--- src/common/tfer_regs.vh ---
// Constants for the translation fault event record block.
// What this block does
// - Descriptor output beyond size limit: type 0x11.
// - Early table base error: configuration error only.
// - Stage 1 bypass out of range: address fault.
// - Bypass address fault: class IN, stage zero.
// - Accessed flag clear in leaf: type 0x12.
// - Hardware update sets flag, suppresses access fault.
// - Record carries overridden attributes; writes clear instr.
// - Records with stall set never merge.
// - Merge compare ignores incoming address bits 11:0.
// - Intermediate address bits 51:48 written zero.
// - Stage 1 class IN, stage 2 given class.
// - Permission type 0x13, walk read flag for TT.
`ifndef TFER_REGS_VH
`define TFER_REGS_VH
// Register byte offsets on the bus.
`define TFER_OFF_CTRL 5'h00
`define TFER_OFF_STATUS 5'h04
`define TFER_OFF_MASK 5'h08
`define TFER_OFF_COUNT 5'h0C
`define TFER_OFF_LAST 5'h10
// Control bits and reset value.
`define TFER_CTRL_EN 0
`define TFER_CTRL_HWUPD 1
`define TFER_CTRL_RST 2'h1
// Status and mask bits.
`define TFER_ST_ASZ 0
`define TFER_ST_ACC 1
`define TFER_ST_PERM 2
`define TFER_ST_CFG 3
`define TFER_ST_MERGE 4
`define TFER_ST_RST 5'h00
`define TFER_MASK_RST 5'h00
// Event type codes.
`define TFER_TYPE_ASZ 8'h11
`define TFER_TYPE_ACC 8'h12
`define TFER_TYPE_PERM 8'h13
// Outcome of one checked walk result.
`define TFER_K_NONE 3'h0
`define TFER_K_CFG 3'h1
`define TFER_K_ASZ 3'h2
`define TFER_K_ACC 3'h3
`define TFER_K_PERM 3'h4
`define TFER_K_AFUPD 3'h5
// Access category codes.
`define TFER_CLASS_CD 2'h0
`define TFER_CLASS_TT 2'h1
`define TFER_CLASS_IN 2'h2
// Field positions in word 0, word 2 and word 3.
`define TFER_W0_SSV 11
`define TFER_W2_STALL 31
`define TFER_W3_PRIV 0
`define TFER_W3_INSTR 1
`define TFER_W3_READ 2
`define TFER_W3_NS 3
`define TFER_W3_STAGE 7
`define TFER_W3_CLASS_LO 8
`define TFER_W3_WALKRD 10
`endif

--- src/hdl/tfer_classify.v ---
// Decides which event a checked walk result produces.
`timescale 1ns/10ps
`include "tfer_regs.vh"
module tfer_classify (
	input wire ttb_err_i,
	input wire bypass_i,
	input wire stage2_i,
	input wire [63:0] in_addr_i,
	input wire [5:0] impl_bits_i,
	input wire [51:0] desc_oa_i,
	input wire [5:0] size_bits_i,
	input wire leaf_i,
	input wire accessed_flag_i,
	input wire hw_update_i,
	input wire perm_fault_i,
	output reg [2:0] kind_o
);
	// Address above its limit when any bit at or over the limit is set.
	wire byp_over = |(in_addr_i >> impl_bits_i);
	wire oa_over = |(desc_oa_i >> size_bits_i);

	// Checks in priority order; the first hit decides.
	always @* begin
		kind_o = `TFER_K_NONE;
		if (ttb_err_i) begin
			kind_o = `TFER_K_CFG;
		end else if (bypass_i && !stage2_i) begin
			if (byp_over) begin
				kind_o = `TFER_K_ASZ;
			end
		end else if (oa_over) begin
			kind_o = `TFER_K_ASZ;
		end else if (leaf_i && !accessed_flag_i) begin
			if (hw_update_i) begin
				kind_o = `TFER_K_AFUPD;
			end else begin
				kind_o = `TFER_K_ACC;
			end
		end else if (perm_fault_i) begin
			kind_o = `TFER_K_PERM;
		end
	end
endmodule

--- src/hdl/tfer_merge.v ---
// Remembers the last record and flags an identical follower.
`timescale 1ns/10ps
`include "tfer_regs.vh"
module tfer_merge (
	input wire clk_i,
	input wire rst_i,
	input wire [255:0] rec_i,
	input wire load_i,
	output wire dup_o
);
	// Last stored record with the low address bits cleared.
	reg [255:0] last;
	// Set once a record has been stored.
	reg have;
	wire [255:0] keyed = {rec_i[255:140], 12'h000, rec_i[127:0]};
	assign dup_o = have && (keyed == last) && !rec_i[64 + `TFER_W2_STALL];

	// Capture each emitted record.
	always @(posedge clk_i) begin
		if (rst_i) begin
			last <= 256'h0;
			have <= 1'b0;
		end else if (load_i) begin
			last <= keyed;
			have <= 1'b1;
		end
	end
endmodule

--- src/hdl/tfer_top.v ---
// Fault checks, record packing, merging and registers of the block.
`timescale 1ns/10ps
`include "tfer_regs.vh"
module tfer_top (
	input wire clk_i,
	input wire rst_i,
	// Wishbone slave.
	input wire wb_cyc_i,
	input wire wb_stb_i,
	input wire wb_we_i,
	input wire [4:0] wb_adr_i,
	input wire [3:0] wb_sel_i,
	input wire [31:0] wb_dat_i,
	output reg [31:0] wb_dat_o,
	output reg wb_ack_o,
	// Walk result from the translation logic.
	input wire req_valid_i,
	output wire req_ready_o,
	input wire req_ttb_err_i,
	input wire req_from_ste_i,
	input wire req_bypass_i,
	input wire req_stage2_i,
	input wire [1:0] req_class_i,
	input wire req_leaf_i,
	input wire req_accessed_flag_i,
	input wire req_perm_fault_i,
	input wire req_walk_write_i,
	input wire [51:0] req_desc_oa_i,
	input wire [5:0] req_size_bits_i,
	input wire [5:0] req_impl_bits_i,
	input wire req_read_i,
	input wire req_instr_i,
	input wire req_priv_i,
	input wire req_ns_i,
	input wire req_stall_i,
	input wire [31:0] req_stream_i,
	input wire req_ssv_i,
	input wire [19:0] req_sub_stream_i,
	input wire [63:0] req_in_addr_i,
	input wire [51:0] req_ipa_i,
	// Record towards the event queue.
	output reg rec_valid_o,
	input wire rec_ready_i,
	output reg [255:0] rec_data_o,
	// Configuration errors and flag updates.
	output reg cfg_err_o,
	output reg cfg_err_ste_o,
	output reg af_update_o,
	output wire irq_o
);
	// Hardware table update is built into this block.
	parameter HW_UPDATE_SUPPORTED = 1'b1;

	// Software control bits.
	reg [1:0] ctrl;
	// Sticky event bits.
	reg [4:0] status;
	// Interrupt mask bits.
	reg [4:0] mask;
	// Count of emitted records.
	reg [15:0] emit_count;
	// Count of merged records.
	reg [15:0] merge_count;
	// Type code of the last emitted record.
	reg [7:0] last_type;

	// Outcome of the current walk result.
	wire [2:0] kind;
	// High when the new record matches the last one.
	wire dup;
	// Packed record for the current walk result.
	reg [255:0] next_rec;
	// Type code for the current record.
	reg [7:0] next_type;
	// Intermediate address placed in the record.
	reg [51:0] next_ipa;
	// Category placed in the record.
	reg [1:0] next_class;

	// A result is taken only while no record waits.
	assign req_ready_o = !rec_valid_o;
	// Taken walk result.
	wire take = req_valid_i && req_ready_o;
	// Enabled block with a taken result.
	wire live = take && ctrl[`TFER_CTRL_EN];
	// Result that forms a record.
	wire is_rec = (kind == `TFER_K_ASZ) || (kind == `TFER_K_ACC) || (kind == `TFER_K_PERM);
	// Record sent to the queue.
	wire emit = live && is_rec && !dup;
	// Record folded into the previous one.
	wire merged = live && is_rec && dup;
	// Hardware update allowed by build and software.
	wire hw_upd = HW_UPDATE_SUPPORTED && ctrl[`TFER_CTRL_HWUPD];

	// Selects the event for the walk result.
	tfer_classify u_classify (
		.ttb_err_i(req_ttb_err_i),
		.bypass_i(req_bypass_i),
		.stage2_i(req_stage2_i),
		.in_addr_i(req_in_addr_i),
		.impl_bits_i(req_impl_bits_i),
		.desc_oa_i(req_desc_oa_i),
		.size_bits_i(req_size_bits_i),
		.leaf_i(req_leaf_i),
		.accessed_flag_i(req_accessed_flag_i),
		.hw_update_i(hw_upd),
		.perm_fault_i(req_perm_fault_i),
		.kind_o(kind)
	);

	// Detects a record identical to the last emitted one.
	tfer_merge u_merge (
		.clk_i(clk_i),
		.rst_i(rst_i),
		.rec_i(next_rec),
		.load_i(emit),
		.dup_o(dup)
	);

	// Chooses the type code for the record.
	always @* begin
		case (kind)
			`TFER_K_ASZ: next_type = `TFER_TYPE_ASZ;
			`TFER_K_ACC: next_type = `TFER_TYPE_ACC;
			`TFER_K_PERM: next_type = `TFER_TYPE_PERM;
			default: next_type = 8'h00;
		endcase
	end

	// Fixes category and intermediate address by fault stage.
	always @* begin
		next_class = `TFER_CLASS_IN;
		next_ipa = 52'h0;
		if (req_bypass_i && !req_stage2_i) begin
			next_class = `TFER_CLASS_IN;
			next_ipa = 52'h0;
		end else if (req_stage2_i) begin
			next_class = req_class_i;
			next_ipa = req_ipa_i;
		end
	end

	// Packs the eight record words.
	always @* begin
		next_rec = 256'h0;
		next_rec[7:0] = next_type;
		next_rec[`TFER_W0_SSV] = req_ssv_i;
		next_rec[31:12] = req_sub_stream_i;
		next_rec[63:32] = req_stream_i;
		next_rec[64 + `TFER_W2_STALL] = req_stall_i;
		next_rec[96 + `TFER_W3_PRIV] = req_priv_i;
		next_rec[96 + `TFER_W3_INSTR] = req_instr_i && req_read_i;
		next_rec[96 + `TFER_W3_READ] = req_read_i;
		next_rec[96 + `TFER_W3_NS] = req_ns_i;
		// Stage flag.
		// A stage 2 fault keeps its flag even when stage 1 is bypassed; bypass faults come with stage2 low.
		next_rec[96 + `TFER_W3_STAGE] = req_stage2_i;
		next_rec[97 + `TFER_W3_CLASS_LO] = next_class[1];
		next_rec[96 + `TFER_W3_CLASS_LO] = next_class[0];
		if (kind == `TFER_K_PERM && next_class == `TFER_CLASS_TT) begin
			next_rec[96 + `TFER_W3_WALKRD] = !req_walk_write_i;
		end
		next_rec[191:128] = req_in_addr_i;
		next_rec[223:204] = next_ipa[31:12];
		next_rec[239:224] = next_ipa[47:32];
		next_rec[243:240] = 4'h0;
	end

	// Holds a record until the queue takes it.
	always @(posedge clk_i) begin
		if (rst_i) begin
			rec_valid_o <= 1'b0;
			rec_data_o <= 256'h0;
		end else if (emit) begin
			rec_valid_o <= 1'b1;
			rec_data_o <= next_rec;
		end else if (rec_valid_o && rec_ready_i) begin
			rec_valid_o <= 1'b0;
		end
	end

	// One-cycle pulses for errors and flag updates; cfg_err_ste_o holds the source of the last error.
	always @(posedge clk_i) begin
		if (rst_i) begin
			cfg_err_o <= 1'b0;
			cfg_err_ste_o <= 1'b0;
			af_update_o <= 1'b0;
		end else begin
			cfg_err_o <= live && (kind == `TFER_K_CFG);
			if (live && (kind == `TFER_K_CFG)) begin
				cfg_err_ste_o <= req_from_ste_i;
			end
			af_update_o <= live && (kind == `TFER_K_AFUPD);
		end
	end

	// Event counters and last type code.
	always @(posedge clk_i) begin
		if (rst_i) begin
			emit_count <= 16'h0000;
			merge_count <= 16'h0000;
			last_type <= 8'h00;
		end else begin
			if (emit) begin
				emit_count <= emit_count + 16'h0001;
				last_type <= next_type;
			end
			if (merged) begin
				merge_count <= merge_count + 16'h0001;
			end
		end
	end

	// Event bits raised by the current result.
	reg [4:0] ev;
	always @* begin
		ev = 5'h00;
		ev[`TFER_ST_ASZ] = live && (kind == `TFER_K_ASZ);
		ev[`TFER_ST_ACC] = live && (kind == `TFER_K_ACC);
		ev[`TFER_ST_PERM] = live && (kind == `TFER_K_PERM);
		ev[`TFER_ST_CFG] = live && (kind == `TFER_K_CFG);
		ev[`TFER_ST_MERGE] = merged;
	end

	// Bus request in its first cycle.
	wire bus_req = wb_cyc_i && wb_stb_i && !wb_ack_o;
	// Word offset of the request.
	wire [4:0] off = {wb_adr_i[4:2], 2'h0};
	// Write with the low byte lane enabled.
	wire wr0 = bus_req && wb_we_i && wb_sel_i[0];
	// Write-one-clear pattern for status.
	wire [4:0] clr = (wr0 && off == `TFER_OFF_STATUS) ? wb_dat_i[4:0] : 5'h00;

	// Control, mask and sticky status registers.
	always @(posedge clk_i) begin
		if (rst_i) begin
			ctrl <= `TFER_CTRL_RST;
			mask <= `TFER_MASK_RST;
			status <= `TFER_ST_RST;
		end else begin
			if (wr0 && off == `TFER_OFF_CTRL) begin
				ctrl <= wb_dat_i[1:0];
			end
			if (wr0 && off == `TFER_OFF_MASK) begin
				mask <= wb_dat_i[4:0];
			end
			// A new event wins over a clear in the same cycle.
			status <= (status & ~clr) | ev;
		end
	end

	// Level interrupt from unmasked sticky bits.
	assign irq_o = |(status & mask);

	// Read data mux; unmapped offsets read zero.
	reg [31:0] next_rdata;
	always @* begin
		next_rdata = 32'h00000000;
		case (off)
			`TFER_OFF_CTRL: next_rdata = {30'h0, ctrl};
			`TFER_OFF_STATUS: next_rdata = {27'h0, status};
			`TFER_OFF_MASK: next_rdata = {27'h0, mask};
			`TFER_OFF_COUNT: next_rdata = {merge_count, emit_count};
			`TFER_OFF_LAST: next_rdata = {24'h0, last_type};
			default: next_rdata = 32'h00000000;
		endcase
	end

	// Answers every request one cycle after it rises.
	always @(posedge clk_i) begin
		if (rst_i) begin
			wb_ack_o <= 1'b0;
			wb_dat_o <= 32'h00000000;
		end else begin
			wb_ack_o <= bus_req;
			if (bus_req && !wb_we_i) begin
				wb_dat_o <= next_rdata;
			end
		end
	end
endmodule

--- config.mk ---
export PLATFORM = sky130hd
export DESIGN_NAME = tfer_top
export DESIGN_NICKNAME = d
export VERILOG_FILES = /design/src/hdl/tfer_classify.v /design/src/hdl/tfer_merge.v /design/src/hdl/tfer_top.v
export VERILOG_INCLUDE_DIRS = /design/src /design/src/common
export SDC_FILE = /design/constraint.sdc
export NUM_CORES = 1
export LEC_CHECK = 0
export ABC_AREA = 1
export CAP_MARGIN = 20
export CORE_AREA = 4 4 230 232
export DETAILED_ROUTE_END_ITERATION = 6
export DIE_AREA = 0 0 234 236
export DONT_BUFFER_PORTS = 1
export HOLD_SLACK_MARGIN = 0.05
export SLEW_MARGIN = 20
export SYNTH_ARGS = -nofsm -noshare
export SYNTH_HDL_FRONTEND = slang
export SYNTH_SLANG_ARGS = --single-unit
--- constraint.sdc ---
create_clock -name clk_i -period 7.37 [get_ports clk_i]
set_input_delay 1.1055 -clock clk_i [delete_from_list [all_inputs] [get_ports clk_i]]
set_output_delay 1.1055 -clock clk_i [all_outputs]
set_load 0.03 [all_outputs]
==> results.ini <==
[power_and_ir_drop]
pwr-share-clk_pct = 39.7
power.total_uw = 4107
internal_power_uw = 2634
p_leak_uw = 0.008958
p_sw_uw = 1473
p_per_area_nw_per_um2 = 206.4
power_frac_seq_pct = 39.7
p_sw_share_pct = 35.85
combPwrFrac_pct = 20.6
ir_worst_vdd_uv = 192.1

[yosys]
ys_seq_area_share_pct = 26.03
synthCells = 3276
synth_top_area_share_pct = 26.03
yosysWarningCount = 0
synthArstFlopShare_pct = 0
synth_top_flop_cell = dfxtp_1
synthDistinctLibCells = 47
synth_area_leader_cell = dfxtp_1
synthTopCellsByArea = dfxtp_1, nand2_1, nand3_1
ys_ff_latch = 247
synth-edff-count = 0
postSynthAreaPerCell_sq_um = 5.799
netlist_area_sq_um = 19000

[floorplanning]
ios = 591
die_x_um = 234
initial_core_util_pct = 37.26
die_area_sq_um = 55220
coreArea_sq_um = 50990
core.rowCount = 83
die_h_um = 236

[finish]
mostFrequentLayoutCell = nand2_1
final_nets = 3451
final_cell_mix = nand2_1, nand3_1, nor2_1
layout-drive-gt1-share_pct = 4.344
syn2layout_area_growth_pct = 4.742

[setup_path]
critPathKind = in -> reg
crit_fanout = 141
critPathArrivalTime_ns = 5.60
critPathCaptureType = flop
cp.required_ns = 7.89
worstSetupStartpointType = primary input

[route]
drc = 0
detail-route-antenna-nets = 0
vias = 20850
drtPass1Iterations = 6
post_drt_via_cell_ratio = 5.403
drt_wl_total_mm = 79.83
wl_per_cell_um = 20.69
drt_iter0_markers = 1953

[clocking]
cts_made_buffers = 30
cts.clk_slew.worst_paths_ns = 0.06
ctsHtreeMaxLevel = 1
clk_path_buf_depth = 3
ctsHoldBuffers = 0
insertion_delay_ns = 0.60
cts_tree = built
cts_resized = 0
cts_setup_buffers = 0
cts_root_buffer = clkbuf_16
clock_sinks = 247

[global_route]
grt_max_degree = 142
first_global_vias = 18750
gr-total-overflow = 0
globalRouteTotalUtil_pct = 27.19
antenna_found_initial = 2
grt_pass1_wl_mm = 116.4

[job]
drv_cap = 0

[sta]
slew_violations = 0
grt_setup_unrepaired = no
hold_violations = 0
period_minus_slack_ns = 5.082
setup_ws_ns = 2.288
fin_skew_ns = 0.01975
worst_pin_slew_ns = 1.104
setup_tns_ns = 0
setup_viol = 0
finalCritPeriodShare_pct = 68.95
fmax_ghz = 0.1968
slew_headroom_pct = 25.60

[place]
port_buffers = 0
gp_congestion = 0.9624
hpwl_mm = 62.78
pre_cts_slack_ns = 1.733

[hold_path]
hold_class = reg -> reg

[outcome]
outcome = complete, no violations

==> through the flow <==
| step | hold slack, ns | instance area [sq um] | util [%] | cells |
|---|---|---|---|---|
| after global placement | 0.4572 | 18810 | 36.88 | 3801 |
| after detailed placement | 0.4691 | 18810 | 36.88 | 3801 |
| after global routing | 0.4889 | 19900 | 39.02 | 3858 |
| final | 0.4808 | 19900 | 39.02 | 3859 |
| after floorplan | 0.4436 | 19330 | - | 3366 |
| after CTS | 0.4775 | 19890 | 39.01 | 3857 |
==> layout make-up <==
type / count / area (sq um)
Clock inverter: 16 / 259.0
Multi-Input combinational cell: 2628 / 12010
Sequential cell: 247 / 4945
Tap cell: 680 / 850.8
Fill cell: 5796 / 31090
Inverter: 234 / 883.3
Antenna cell: 2 / 5.005
Timing Repair Buffer: 12 / 115.1
Clock buffer: 40 / 828.3
==> path summary, 6_finish.rpt <==
check,from,endpoint,slack [ns],cells past startpoint
setup / recovery,req_impl_bits_i[0],rec_data_o[31]$_SDFFE_PP0P_,2.29,25
hold / removal,status[4]$_SDFF_PP0_,status[4]$_SDFF_PP0_,0.48,2
setup reg to reg,rec_data_o[229]$_SDFFE_PP0P_,rec_data_o[31]$_SDFFE_PP0P_,2.81,12
hold reg to reg,status[4]$_SDFF_PP0_,status[4]$_SDFF_PP0_,0.48,2
==> cells in the mapped netlist, types with 3 or more instances <==
cell type / count
a21oi_1: 135
and2_1: 4
and3_1: 5
buf_1: 13
buf_2: 62
buf_4: 100
buf_6: 14
clkbuf_1: 67
clkinv_1: 3
dfxtp_1: 247
inv_1: 225
inv_2: 5
nand2_1: 963
nand3_1: 505
nand3b_1: 9
nand4_1: 65
nor2_1: 374
nor2_2: 7
nor3_1: 37
nor4_1: 33
nor4b_1: 6
o2111ai_1: 13
o211ai_1: 5
o21ai_0: 196
o21ai_1: 40
o22ai_1: 10
or2_2: 52
xnor2_1: 21
xor2_1: 35
==> state kept, by name, summed over array words and instances (netlist names) <==
signal	flops
rec_data_o	164
wb_dat_o	32
merge_count	16
ctrl	2
rec_valid_o	1
emit_count	16
u_merge.last	1
u_merge.have	1
af_update_o	1
wb_ack_o	1
cfg_err_o	1
status	5
cfg_err_ste_o	1
mask	5
==> worst max-delay path, cell delays in order <==
cell and delay (ns):
inv_2 0.55, buf_4 0.38, nand2_1 0.10, nand3_1 0.08, nand2_1 0.09, o21ai_1 0.16
nor2_1 0.06, nand3b_1 0.10, nand2_1 0.06, nand2_1 0.12, inv_1 0.05, nand2_1 0.06
nand2_1 0.05, nand2_1 0.06, nand2_1 0.10, a21oi_2 0.33, nand3_1 0.20, nand3_1 0.16
nand3_1 0.09, nor2_1 0.12, nand2_1 0.15, nand2_8 0.62, buf_12 0.35, o21ai_0 0.14
a21oi_1 0.20
==> cells by family (layout without fill, tap and decap cells) <==
kind of cell,count (synthesis),count (layout),share of synthesized area (%)
buffers and inverters,491,302,12.66
AOI/OAI and AO/OA,411,411,11.43
xor gates and xnor gates,56,56,2.582
adders and majority gates,2,2,0.1317
DFF,247,247,26.03
and+or+nand+nor,2068,2068,47.14
other,1,93,0.01974
==> layer usage <==
layer,part of all wire [%],track usage (%)
met4,4.4,9.777
met1,41,34.54
met5,0,0
met3,8.3,6.014
met2,47,45.17
==> power groups by stage <==
stage | logic [uW] | clock network (uW) | registers (uW)
floorplan | 722 | 0 | 1610
global placement | 837 | 0 | 1660
global route | 949 | 1720 | 1640
CTS | 843 | 1670 | 1630
detailed placement | 840 | 0 | 1660
finish | 847 | 1630 | 1630
No activity file was read; power rests on OpenSTA's default activity.
